$ cat config.mk
export PLATFORM = sky130hd
export DESIGN_NAME = spt_core
export DESIGN_NICKNAME = d
export VERILOG_FILES = /design/src/core/spt_pkg.sv /design/src/core/spt_seq_if.sv /design/src/core/spt_core.sv /design/src/core/spt_seq.sv
export SDC_FILE = /design/constraint.sdc
export NUM_CORES = 1
export LEC_CHECK = 0
export BUFFER_PORTS_ARGS = -buffer_cell sky130_fd_sc_hd__buf_2
export CAP_MARGIN = 5
export CORE_MARGIN = 2
export CORE_UTILIZATION = 55
export DETAILED_ROUTE_END_ITERATION = 8
export MAX_ROUTING_LAYER = met4
export PLACE_DENSITY = 0.74
export SLEW_MARGIN = 20
export SYNTH_ARGS = -nofsm -noshare
export SYNTH_HDL_FRONTEND = slang
export SYNTH_SLANG_ARGS = --single-unit
export TNS_END_PERCENT = 30
$ cat constraint.sdc
create_clock -name i_ref_clk -period 3.3 [get_ports i_ref_clk]
set_input_delay 0.66 -clock i_ref_clk [delete_from_list [all_inputs] [get_ports i_ref_clk]]
set_output_delay 0.66 -clock i_ref_clk [all_outputs]
set_load 0.02 [all_outputs]
$ cat src/core/spt_pkg.sv
package spt_pkg;
  // System clock
  localparam int CLK_HZ = 200_000_000;
  localparam int CLK_KHZ = CLK_HZ / 1000;
  // Sequencer tick: the 20 kHz pacing clock divided by sixteen
  localparam int DIV_W = 4;
  localparam logic [DIV_W-1:0] DIV_LAST = 4'hf;
  localparam int TICK_HZ = 1250;
  localparam int RELAY_MS = 1000;
  localparam int PERMIT_MS = 1100;
  localparam int TICK_W = 11;
  localparam logic [TICK_W-1:0] RELAY_TICKS = TICK_W'(RELAY_MS * TICK_HZ / 1000);
  localparam logic [TICK_W-1:0] PERMIT_TICKS = TICK_W'(PERMIT_MS * TICK_HZ / 1000);
  // Mains interruption that forces a restart (longest time, rounded down)
  localparam int MAINS_GAP_MS = 20;
  localparam int MAINS_GAP_CYC = MAINS_GAP_MS * CLK_KHZ;
  // Switch drive pulse train
  localparam int ON_RATE_HZ = 160_000;
  localparam int ON_PERIOD_CYC = CLK_HZ / ON_RATE_HZ;
  localparam int ON_PULSES_MAX = 4;
  localparam int PULSE_W_NS = 500;
  localparam int PULSE_W_CYC = (PULSE_W_NS * CLK_KHZ + 999_999) / 1_000_000;
  localparam int PHASE_W = 11;
  localparam int NUM_W = 3;
  localparam int WID_W = 7;
  // Turn-on sequencer states
  typedef enum logic [2:0] {
    SEQ_COUNT = 3'h1,
    SEQ_RELAY = 3'h2,
    SEQ_RUN = 3'h4
  } spt_seq_state_t;
endpackage

$ cat src/core/spt_seq_if.sv
`timescale 1ns/1ps
interface spt_seq_if;
  logic seq_clear;
  logic clk20_rise;
  logic relay_en;
  logic permit;
  modport core (output seq_clear, output clk20_rise, input relay_en, input permit);
  modport seq (input seq_clear, input clk20_rise, output relay_en, output permit);
endinterface

$ cat src/core/spt_core.sv
`timescale 1ns/1ps
module spt_core #(
  parameter int MAINS_GAP_CYC = spt_pkg::MAINS_GAP_CYC
) (
  // Clock and reset
  input wire logic i_ref_clk,
  input wire logic i_rstn,
  // Pacing clocks, sampled as levels
  input wire logic i_clk20k,
  input wire logic i_osc320k,
  // Ramp comparators
  input wire logic i_ramp_over_ctrl,
  input wire logic i_ramp_over_limit,
  // Mode comparators
  input wire logic i_volt_below_port,
  input wire logic i_amp_below_port,
  // Supply monitors
  input wire logic i_bias_ok,
  input wire logic i_mains_present,
  input wire logic i_mains_surge,
  // Protection
  input wire logic i_out_overvolt,
  input wire logic i_remote_reset,
  // Modulator and switch drive
  output logic o_pwm,
  output logic o_switch_on,
  output logic o_on_pulse,
  output logic o_off_pulse,
  output logic o_control_cutoff_n,
  output logic o_power_cutoff_n,
  // Turn-on control
  output logic o_power_clear,
  output logic o_relay_enable,
  output logic o_pwm_permit,
  output logic o_master_gate,
  output logic o_down_prog,
  // Trip and lamps
  output logic o_trip_latch,
  output logic o_trip_lamp,
  output logic o_volt_reg_lamp,
  output logic o_amp_reg_lamp,
  output logic o_unreg_lamp
);
  localparam int GAP_W = $clog2(MAINS_GAP_CYC + 1);
  localparam logic [GAP_W-1:0] GAP_LAST = GAP_W'(MAINS_GAP_CYC - 1);
  localparam logic [spt_pkg::PHASE_W-1:0] PHASE_LAST = spt_pkg::PHASE_W'(spt_pkg::ON_PERIOD_CYC - 1);
  localparam logic [spt_pkg::NUM_W-1:0] NUM_MAX = spt_pkg::NUM_W'(spt_pkg::ON_PULSES_MAX);
  localparam logic [spt_pkg::WID_W-1:0] WID_LOAD = spt_pkg::WID_W'(spt_pkg::PULSE_W_CYC);

  spt_seq_if sif ();

  // ****************************************
  // Power clear and supply monitors
  // ****************************************
  logic power_clear;
  logic clk20_q;
  logic osc_q;
  logic [GAP_W-1:0] gap_cnt;
  logic mains_bad;

  // Bias must be good for a whole cycle before the block is let go
  always_ff @(posedge i_ref_clk) begin
    if (!i_rstn) begin
      power_clear <= 1'b0;
    end else begin
      power_clear <= i_bias_ok;
    end
  end

  always_ff @(posedge i_ref_clk) begin
    if (!i_rstn) begin
      clk20_q <= 1'b0;
      osc_q <= 1'b0;
    end else begin
      clk20_q <= i_clk20k;
      osc_q <= i_osc320k;
    end
  end

  wire clk20_rise = i_clk20k && !clk20_q;
  wire clk20_fall = !i_clk20k && clk20_q;
  wire osc_rise = i_osc320k && !osc_q;
  wire gap_full = (gap_cnt == GAP_LAST);

  // Counts while mains detect is absent; saturates so a long outage stays bad
  always_ff @(posedge i_ref_clk) begin
    if (!i_rstn || i_mains_present) begin
      gap_cnt <= '0;
    end else if (!gap_full) begin
      gap_cnt <= gap_cnt + 1'b1;
    end
  end

  // Restart only once mains is back and in range
  always_ff @(posedge i_ref_clk) begin
    if (!i_rstn) begin
      mains_bad <= 1'b0;
    end else if (i_mains_surge || (gap_full && !i_mains_present)) begin
      mains_bad <= 1'b1;
    end else if (i_mains_present) begin
      mains_bad <= 1'b0;
    end
  end

  // ****************************************
  // Turn-on sequencer
  // ****************************************
  assign sif.seq_clear = mains_bad || !power_clear;
  assign sif.clk20_rise = clk20_rise;

  spt_seq u_seq (
    .i_ref_clk (i_ref_clk),
    .i_rstn (i_rstn),
    .sif (sif)
  );

  // ****************************************
  // Trip latch
  // ****************************************
  logic trip_latch;

  // Set wins over either clear so a fresh overvoltage is never lost
  always_ff @(posedge i_ref_clk) begin
    if (!i_rstn) begin
      trip_latch <= 1'b0;
    end else if (i_out_overvolt) begin
      trip_latch <= 1'b1;
    end else if (!power_clear || i_remote_reset) begin
      trip_latch <= 1'b0;
    end
  end

  wire pwm_permit = sif.permit && !mains_bad;
  wire master_gate = pwm_permit && !trip_latch;

  // ****************************************
  // Modulator
  // ****************************************
  logic ctrl_cut_n;
  logic pow_cut_n;
  logic delay_q;
  logic delay_d;
  logic pwm_q;

  always_ff @(posedge i_ref_clk) begin
    if (!i_rstn) begin
      ctrl_cut_n <= 1'b0;
      pow_cut_n <= 1'b0;
    end else begin
      ctrl_cut_n <= !i_ramp_over_ctrl;
      pow_cut_n <= !i_ramp_over_limit;
    end
  end

  // The clock pulse itself is the duty limit: no pulse while i_clk20k is high
  wire duty_ok_n = !i_clk20k;
  wire cut_all_n = ctrl_cut_n && pow_cut_n && duty_ok_n && master_gate;

  // Delay flop: cleared while the clock pulse stands, set by the first
  // oscillator edge after its trailing edge; stays set for the period
  always_ff @(posedge i_ref_clk) begin
    if (!i_rstn || i_clk20k) begin
      delay_q <= 1'b0;
    end else if (osc_rise) begin
      delay_q <= 1'b1;
    end
  end

  always_ff @(posedge i_ref_clk) begin
    if (!i_rstn) begin
      delay_d <= 1'b0;
    end else begin
      delay_d <= delay_q;
    end
  end

  wire delay_rise = delay_q && !delay_d;

  // Cutoff dominates the set, as the AND gate drives a direct reset
  always_ff @(posedge i_ref_clk) begin
    if (!i_rstn || !cut_all_n) begin
      pwm_q <= 1'b0;
    end else if (delay_rise) begin
      pwm_q <= 1'b1;
    end
  end

  // ****************************************
  // Switch drive
  // ****************************************
  logic pwm_d;
  logic [spt_pkg::PHASE_W-1:0] phase;
  logic [spt_pkg::NUM_W-1:0] on_num;
  logic [spt_pkg::WID_W-1:0] on_wid;
  logic [spt_pkg::WID_W-1:0] off_wid;
  logic switch_on;

  wire pwm_rise = pwm_q && !pwm_d;
  wire pwm_fall = !pwm_q && pwm_d;
  wire phase_wrap = (phase == PHASE_LAST);
  wire more_on = pwm_q && phase_wrap && (on_num < NUM_MAX);

  always_ff @(posedge i_ref_clk) begin
    if (!i_rstn) begin
      pwm_d <= 1'b0;
    end else begin
      pwm_d <= pwm_q;
    end
  end

  // On-pulse phase restarts at each modulator pulse
  always_ff @(posedge i_ref_clk) begin
    if (!i_rstn || !pwm_q) begin
      phase <= '0;
    end else if (phase_wrap) begin
      phase <= '0;
    end else begin
      phase <= phase + 1'b1;
    end
  end

  always_ff @(posedge i_ref_clk) begin
    if (!i_rstn || !pwm_q) begin
      on_num <= '0;
    end else if (pwm_rise || more_on) begin
      on_num <= on_num + 1'b1;
    end
  end

  // On-pulses stop at once on bias loss, in the same cycle as power clear falls
  always_ff @(posedge i_ref_clk) begin
    if (!i_rstn || !power_clear || !i_bias_ok || !pwm_q) begin
      on_wid <= '0;
    end else if (pwm_rise || more_on) begin
      on_wid <= WID_LOAD;
    end else if (on_wid != '0) begin
      on_wid <= on_wid - 1'b1;
    end
  end

  always_ff @(posedge i_ref_clk) begin
    if (!i_rstn) begin
      off_wid <= '0;
    end else if (pwm_fall) begin
      off_wid <= WID_LOAD;
    end else if (off_wid != '0) begin
      off_wid <= off_wid - 1'b1;
    end
  end

  always_ff @(posedge i_ref_clk) begin
    if (!i_rstn) begin
      switch_on <= 1'b0;
    end else begin
      switch_on <= pwm_q && power_clear;
    end
  end

  // ****************************************
  // Lamps
  // ****************************************
  logic volt_lamp;
  logic amp_lamp;
  logic unreg_lamp;

  // Unregulated lamp is the NOR of the two regulating indications
  always_ff @(posedge i_ref_clk) begin
    if (!i_rstn) begin
      volt_lamp <= 1'b0;
      amp_lamp <= 1'b0;
      unreg_lamp <= 1'b0;
    end else begin
      volt_lamp <= i_volt_below_port;
      amp_lamp <= i_amp_below_port;
      unreg_lamp <= !(i_volt_below_port || i_amp_below_port);
    end
  end

  // ****************************************
  // Outputs
  // ****************************************
  assign o_pwm = pwm_q;
  assign o_switch_on = switch_on;
  assign o_on_pulse = (on_wid != '0);
  assign o_off_pulse = (off_wid != '0);
  assign o_control_cutoff_n = ctrl_cut_n;
  assign o_power_cutoff_n = pow_cut_n;
  assign o_power_clear = power_clear;
  assign o_relay_enable = sif.relay_en && power_clear;
  assign o_pwm_permit = pwm_permit;
  assign o_master_gate = master_gate;
  assign o_down_prog = !master_gate;
  assign o_trip_latch = trip_latch;
  assign o_trip_lamp = trip_latch;
  assign o_volt_reg_lamp = volt_lamp;
  assign o_amp_reg_lamp = amp_lamp;
  assign o_unreg_lamp = unreg_lamp;
endmodule // spt_core

$ cat src/core/spt_seq.sv
`timescale 1ns/1ps
module spt_seq (
  // Clock and reset
  input wire logic i_ref_clk,
  input wire logic i_rstn,
  // Link to the core
  spt_seq_if.seq sif
);
  // ****************************************
  // Divider and tick counter
  // ****************************************
  logic [spt_pkg::DIV_W-1:0] div_cnt;
  logic [spt_pkg::TICK_W-1:0] tick_cnt;
  spt_pkg::spt_seq_state_t state;
  spt_pkg::spt_seq_state_t next_state;
  wire hold = sif.seq_clear;
  wire tick = sif.clk20_rise && (div_cnt == spt_pkg::DIV_LAST);
  wire running = (state != spt_pkg::SEQ_RUN);
  wire [spt_pkg::TICK_W-1:0] next_tick = tick_cnt + 1'b1;

  always_ff @(posedge i_ref_clk) begin
    if (!i_rstn || hold) begin
      div_cnt <= '0;
      tick_cnt <= '0;
    end else if (running && sif.clk20_rise) begin
      div_cnt <= div_cnt + 1'b1;
      if (tick) begin
        tick_cnt <= next_tick;
      end
    end
  end

  // ****************************************
  // State
  // ****************************************
  always_comb begin
    next_state = state;
    case (state)
      spt_pkg::SEQ_COUNT: begin
        if (tick && next_tick == spt_pkg::RELAY_TICKS) begin
          next_state = spt_pkg::SEQ_RELAY;
        end
      end
      spt_pkg::SEQ_RELAY: begin
        if (tick && next_tick == spt_pkg::PERMIT_TICKS) begin
          next_state = spt_pkg::SEQ_RUN;
        end
      end
      spt_pkg::SEQ_RUN: begin
        next_state = spt_pkg::SEQ_RUN;
      end
      default: begin
        next_state = spt_pkg::SEQ_COUNT;
      end
    endcase
  end

  always_ff @(posedge i_ref_clk) begin
    if (!i_rstn || hold) begin
      state <= spt_pkg::SEQ_COUNT;
    end else begin
      state <= next_state;
    end
  end

  assign sif.relay_en = (state != spt_pkg::SEQ_COUNT);
  assign sif.permit = (state == spt_pkg::SEQ_RUN);
endmodule // spt_seq

## Word level (Yosys, flattened, before mapping)

Cells that the tools add are included.

- Bits in registers: 83
- Word-level logic and storage cells: 117
- Output and inout port bits: 16
- Bits of input ports: 13

- Muxes and demuxes: 11
- Magnitude comparators: 1
- Reductions and logical operators: 60
- Equal/unequal tests: 12
- Bitwise logic cells: 1
- Add/sub/neg operators: 7

Operators with widths:

| cell | count |
|---|---|
| 11-bit equality test (second input constant) | 3 |
| 7-bit 2-to-1 mux | 4 |
| 11-bit by 1-bit adder with 11-bit output (second input constant) | 2 |
| 22-bit by 1-bit adder with 22-bit output (second input constant) | 1 |
| 22-bit equality test (second input constant) | 1 |
| 1-bit logical AND | 19 |
| 1-bit logical NOT | 17 |
| 7-bit nonzero test | 2 |
| 7-bit by 1-bit subtractor with 7-bit output (second input constant) | 2 |
| 1-bit logical OR | 13 |
| 3-bit one-hot mux with 3 select lines | 1 |
| 2-bit nonzero test | 4 |
| 3-bit 2-to-1 mux | 2 |
| 2-bit OR reduction | 3 |
| 4-bit by 1-bit adder with 4-bit output (second input constant) | 1 |
| 4-bit equality test (second input constant) | 1 |
| 1-bit 2-to-1 mux | 4 |
| 2-bit by 1-bit inequality test with 1-bit output (second input constant) | 2 |
| 2-bit AND reduction | 2 |
| 3-bit by 1-bit adder with 3-bit output (second input constant) | 1 |
| 3-bit by 1-bit equality test with 1-bit output (second input constant) | 1 |
| 3-bit by 2-bit equality test with 1-bit output (second input constant) | 1 |
| 3-bit equality test (second input constant) | 1 |
| 3-bit less-than comparator (second input constant) | 1 |
| 3 further kinds | 3 |

## Logic depth before layout (Yosys ltp)

- Word-level depth: 6
- Depth in mapped cells: 8
- Mapped depth without buffers: 8

## By module

From an unflattened synthesis, not the netlist that was laid out.

- Cell total of the unflattened synthesis: 461
- Area, all modules: 3961.3 um^2

By module, submodules not included:

| module | cells each | seq. area each (um^2) | instances | area an instance (um^2) |
|---|---|---|---|---|
| spt_core | 325 | 1301.2 | 1 | 2877.8 |
| spt_seq | 136 | 360.3 | 1 | 1083.5 |

## Worst setup path before layout

OpenSTA, ideal clock, no wires.

- Path type: flip-flop to output port
- Start point: register u_seq.state[1]
- End point: output o_master_gate
- Cell stages (with the launch flop): 5
- Data arrival time: 1.586 ns
- Path slack: 1.054 ns
- Data required time: 2.640 ns
- Buffers on the path: 0
- Cells stage by stage: dfxtp_1 -> nand2b_1 -> nor3_1 -> nand2b_1 -> inv_1

- Cells in the longest elaborated chain, start to end: 3

RTL lines:

| element | line | RTL |
|---|---|---|
| start, declared | spt_seq.sv:14 | `spt_pkg::spt_seq_state_t state;` |
| start signal, assigned | spt_seq.sv:60 | `state <= spt_pkg::SEQ_COUNT;` |
| start signal, assigned | spt_seq.sv:62 | `state <= next_state;` |
| 3-bit equality test | spt_seq.sv:67 | `assign sif.permit = (state == spt_pkg::SEQ_RUN);` |
| 1-bit logical AND | spt_core.sv:133 | `wire pwm_permit = sif.permit && !mains_bad;` |
| named net o_pwm_permit | spt_core.sv:34 | `output logic o_pwm_permit,` |
| 1-bit logical AND | spt_core.sv:134 | `wire master_gate = pwm_permit && !trip_latch;` |
| end, declared | spt_core.sv:35 | `output logic o_master_gate,` |

The timed path passes the listed nets, and every way through them passes these cells.

## Final worst setup path

- Start point: register u_seq.state[2]
- End point: output o_master_gate

- Cells in the longest elaborated chain, start to end: 3

RTL lines:

| element | line |
|---|---|
| 3-bit equality test | spt_seq.sv:67 |
| 1-bit logical AND | spt_core.sv:133 |
| 1-bit logical AND | spt_core.sv:134 |

Every way passes these cells.

==> run summary <==
syn nets -> 464
clock tree from TritonCTS -> built
Die Ht -> 87.4 um
DP Wirelength -> 4.93 mm
hold_buf cts -> 0
slew at the pin closest to its max-slew limit -> 806 ps
# IOs -> 29
CP arrival -> 1680 ps
Worst Path Max Fanout -> 6
DIE WIDTH -> 87.4 um
# DRC -> 0
DR pass1 iterations -> 4
clock sinks -> 83
Netlist cell types -> 47
number of DRC markers in iteration 0 -> 122
num rows -> 30
via/cell ratio -> 5.32
Final min period -> 2340 ps
WHS -> 446 ps
CTS clock-pin slew for the worst setup and hold paths -> 80 ps
Leak Pwr -> 1.52 nW
hold crit path type -> register to register
Max Clock Skew -> 8.92 ps
Post-synth EDFFs -> 0
routed wire length -> 6.73 mm
GP Congestion -> 0.808
FF+latch count, synth -> 83
Final TNS setup -> 0 ps
Skew-Pair Late Insertion Delay -> 350 ps
Inserted Diodes -> 0
most frequent cells in the layout -> dfxtp_1, nor2_1, nand2_1
Worst Setup End Kind -> output pin
post-synthesis sequential area ratio -> 43.5%
Cells after Synth -> 439
# H-tree levels -> 3
area growth from synthesis to layout -> 9.20%
largest net degree at the start of global routing -> 23
first-pass GRT wire length -> 11.6 mm
via count -> 2928
Pwr Total -> 2.01 mW
GR Overflow Total -> 0
number of buffers added for setup after CTS -> 0
initial antenna violation count -> 0
Slew headroom -> 46.3%
post-route ant nets -> 0
vias in the first global route -> 2669
Fmax -> 0.427 GHz
Final Setup Violations -> 0
CTS Root Cell -> clkbuf_8
wire length per cell -> 12.2 um
asr flop ratio synth -> 0%
RSZ-0062 raised after global routing -> no
Final Cycle Share -> 71.0%
top_reg_cell synth -> dfxtp_1
synthesized cell area -> 3820 um^2
PD cells -> 482 nW/um^2
Placed Cells incl. Taps -> 534
most common cell after layout, fill and taps aside -> dfxtp_1
Syn. warnings -> 0
Syn Area/Cell -> 8.71 um^2
classification of the worst setup path -> register to output pin
Hold Fails Final Rpt -> 0
GRT Overall Usage -> 19.5%
Placed Area -> 4000 um^2
PortBufs -> 28
Max-Cap Viols -> 0
Final Max Tran Viols -> 0
Clock Tree Buf Depth -> 2
CTS resizes -> 0
status -> finished clean
data required time of the worst path -> 2640 ps
core area -> 6760 um^2
share of layout cells above drive strength 1 -> 12.1%
Finished Cell Area -> 4170 um^2
CTS Buf Count -> 9
layout net count -> 490
fin cells -> 550
startpoint types -> register
worst vdd ir -> 0.238 mV
Die Area -> 7630 um^2
Initial Util -> 56.6%
==> layer usage <==
metal	part of all wire [%]	track usage (%)	wire [um]	vias up
met5	0	-	0	-
met3	3.2	6.92	215	10
met2	47	31.5	3180	34
li1	-	-	-	1531
met4	1.5	4.76	98	0
met1	48	23.4	3240	1353
==> critical path, cell delays in order, from the launching register on <==
cell and delay, ps:
dfxtp_1 440, nand2b_1 150, nor3_1 300, nand2b_1 210, inv_1 80, buf_2 160
==> Yosys cell counts (all sizes together), types with 3 or more instances <==
cell	number	area (um^2)
dfxtp	83	1660
nor2	65	244
nand2	34	128
xor2	30	263
xnor2	25	219
inv	24	90.1
nand3	21	105
a21oi	16	80.1
ha	12	150
nand4	12	75.1
nor3	12	65.1
clkbuf	9	33.8
o21ai	9	45.0
and2	8	50.1
nor4	8	56.3
and3	6	37.5
nand2b	6	37.5
or3	6	38.8
buf	5	41.3
nor3b	5	37.5
a211oi	4	30.0
and4	4	40.0
nor2b	4	25.0
nor4bb	4	40.0
a31oi	3	18.8
mux2i	3	30.0
o21a	3	22.5
==> cell families after synthesis <==
family | share of synthesized area (%)
AND/OR/NAND/NOR | 28.2
multiplexers | 1.08
buffers and inverters | 4.32
flip-flops | 43.5
adder cells (fa/ha/maj) | 3.93
AO/OA/AOI/OAI | 6.45
XOR/XNOR | 12.6
==> per-stage QoR <==
stage	util, %	setup WS, ps
after floorplan	-	1050
after global placement	59.1	868
after detailed placement	59.1	812
after CTS	61.8	932
after global routing	61.8	817
final	61.8	956
==> final cells by class <==
cell class	count	area (um^2)
sequential	83	1660
tap	80	100
multi-input combinational	318	2000
inverter	24	90.1
timing repair buffer	29	148
fill	589	2580
clock buffer	10	138
clock inverter	6	41.3
==> final timing paths <==
check        cells after the start  slack, ps                            from                          end
min reg2reg                      2        450     o_power_cutoff_n$_SDFF_PN0_           o_pwm$_SDFFE_PP0P_
min                              2        450     o_power_cutoff_n$_SDFF_PN0_           o_pwm$_SDFFE_PP0P_
max                              5        960     u_seq.state[2]$_SDFFE_PP0P_                o_master_gate
max reg2reg                      7       1180  u_seq.tick_cnt[0]$_SDFFE_PP0P_  u_seq.state[0]$_SDFFE_PP1P_
==> where the power goes <==
group / switching (mW) / total [mW] / internal (mW)
clock: 0.349 / 0.642 / 0.293
sequential: 0.0418 / 1.09 / 1.05
combinational: 0.155 / 0.277 / 0.122
==> registers in the layout, summed over array words and instances, names as in the netlist, 3 cells and up <==
signal,flops
on_wid,7
off_wid,7
u_seq.tick_cnt,11
u_seq.state,3
u_seq.div_cnt,4
phase,11
gap_cnt,22
on_num,3
No activity file was read; power rests on OpenSTA's default activity.
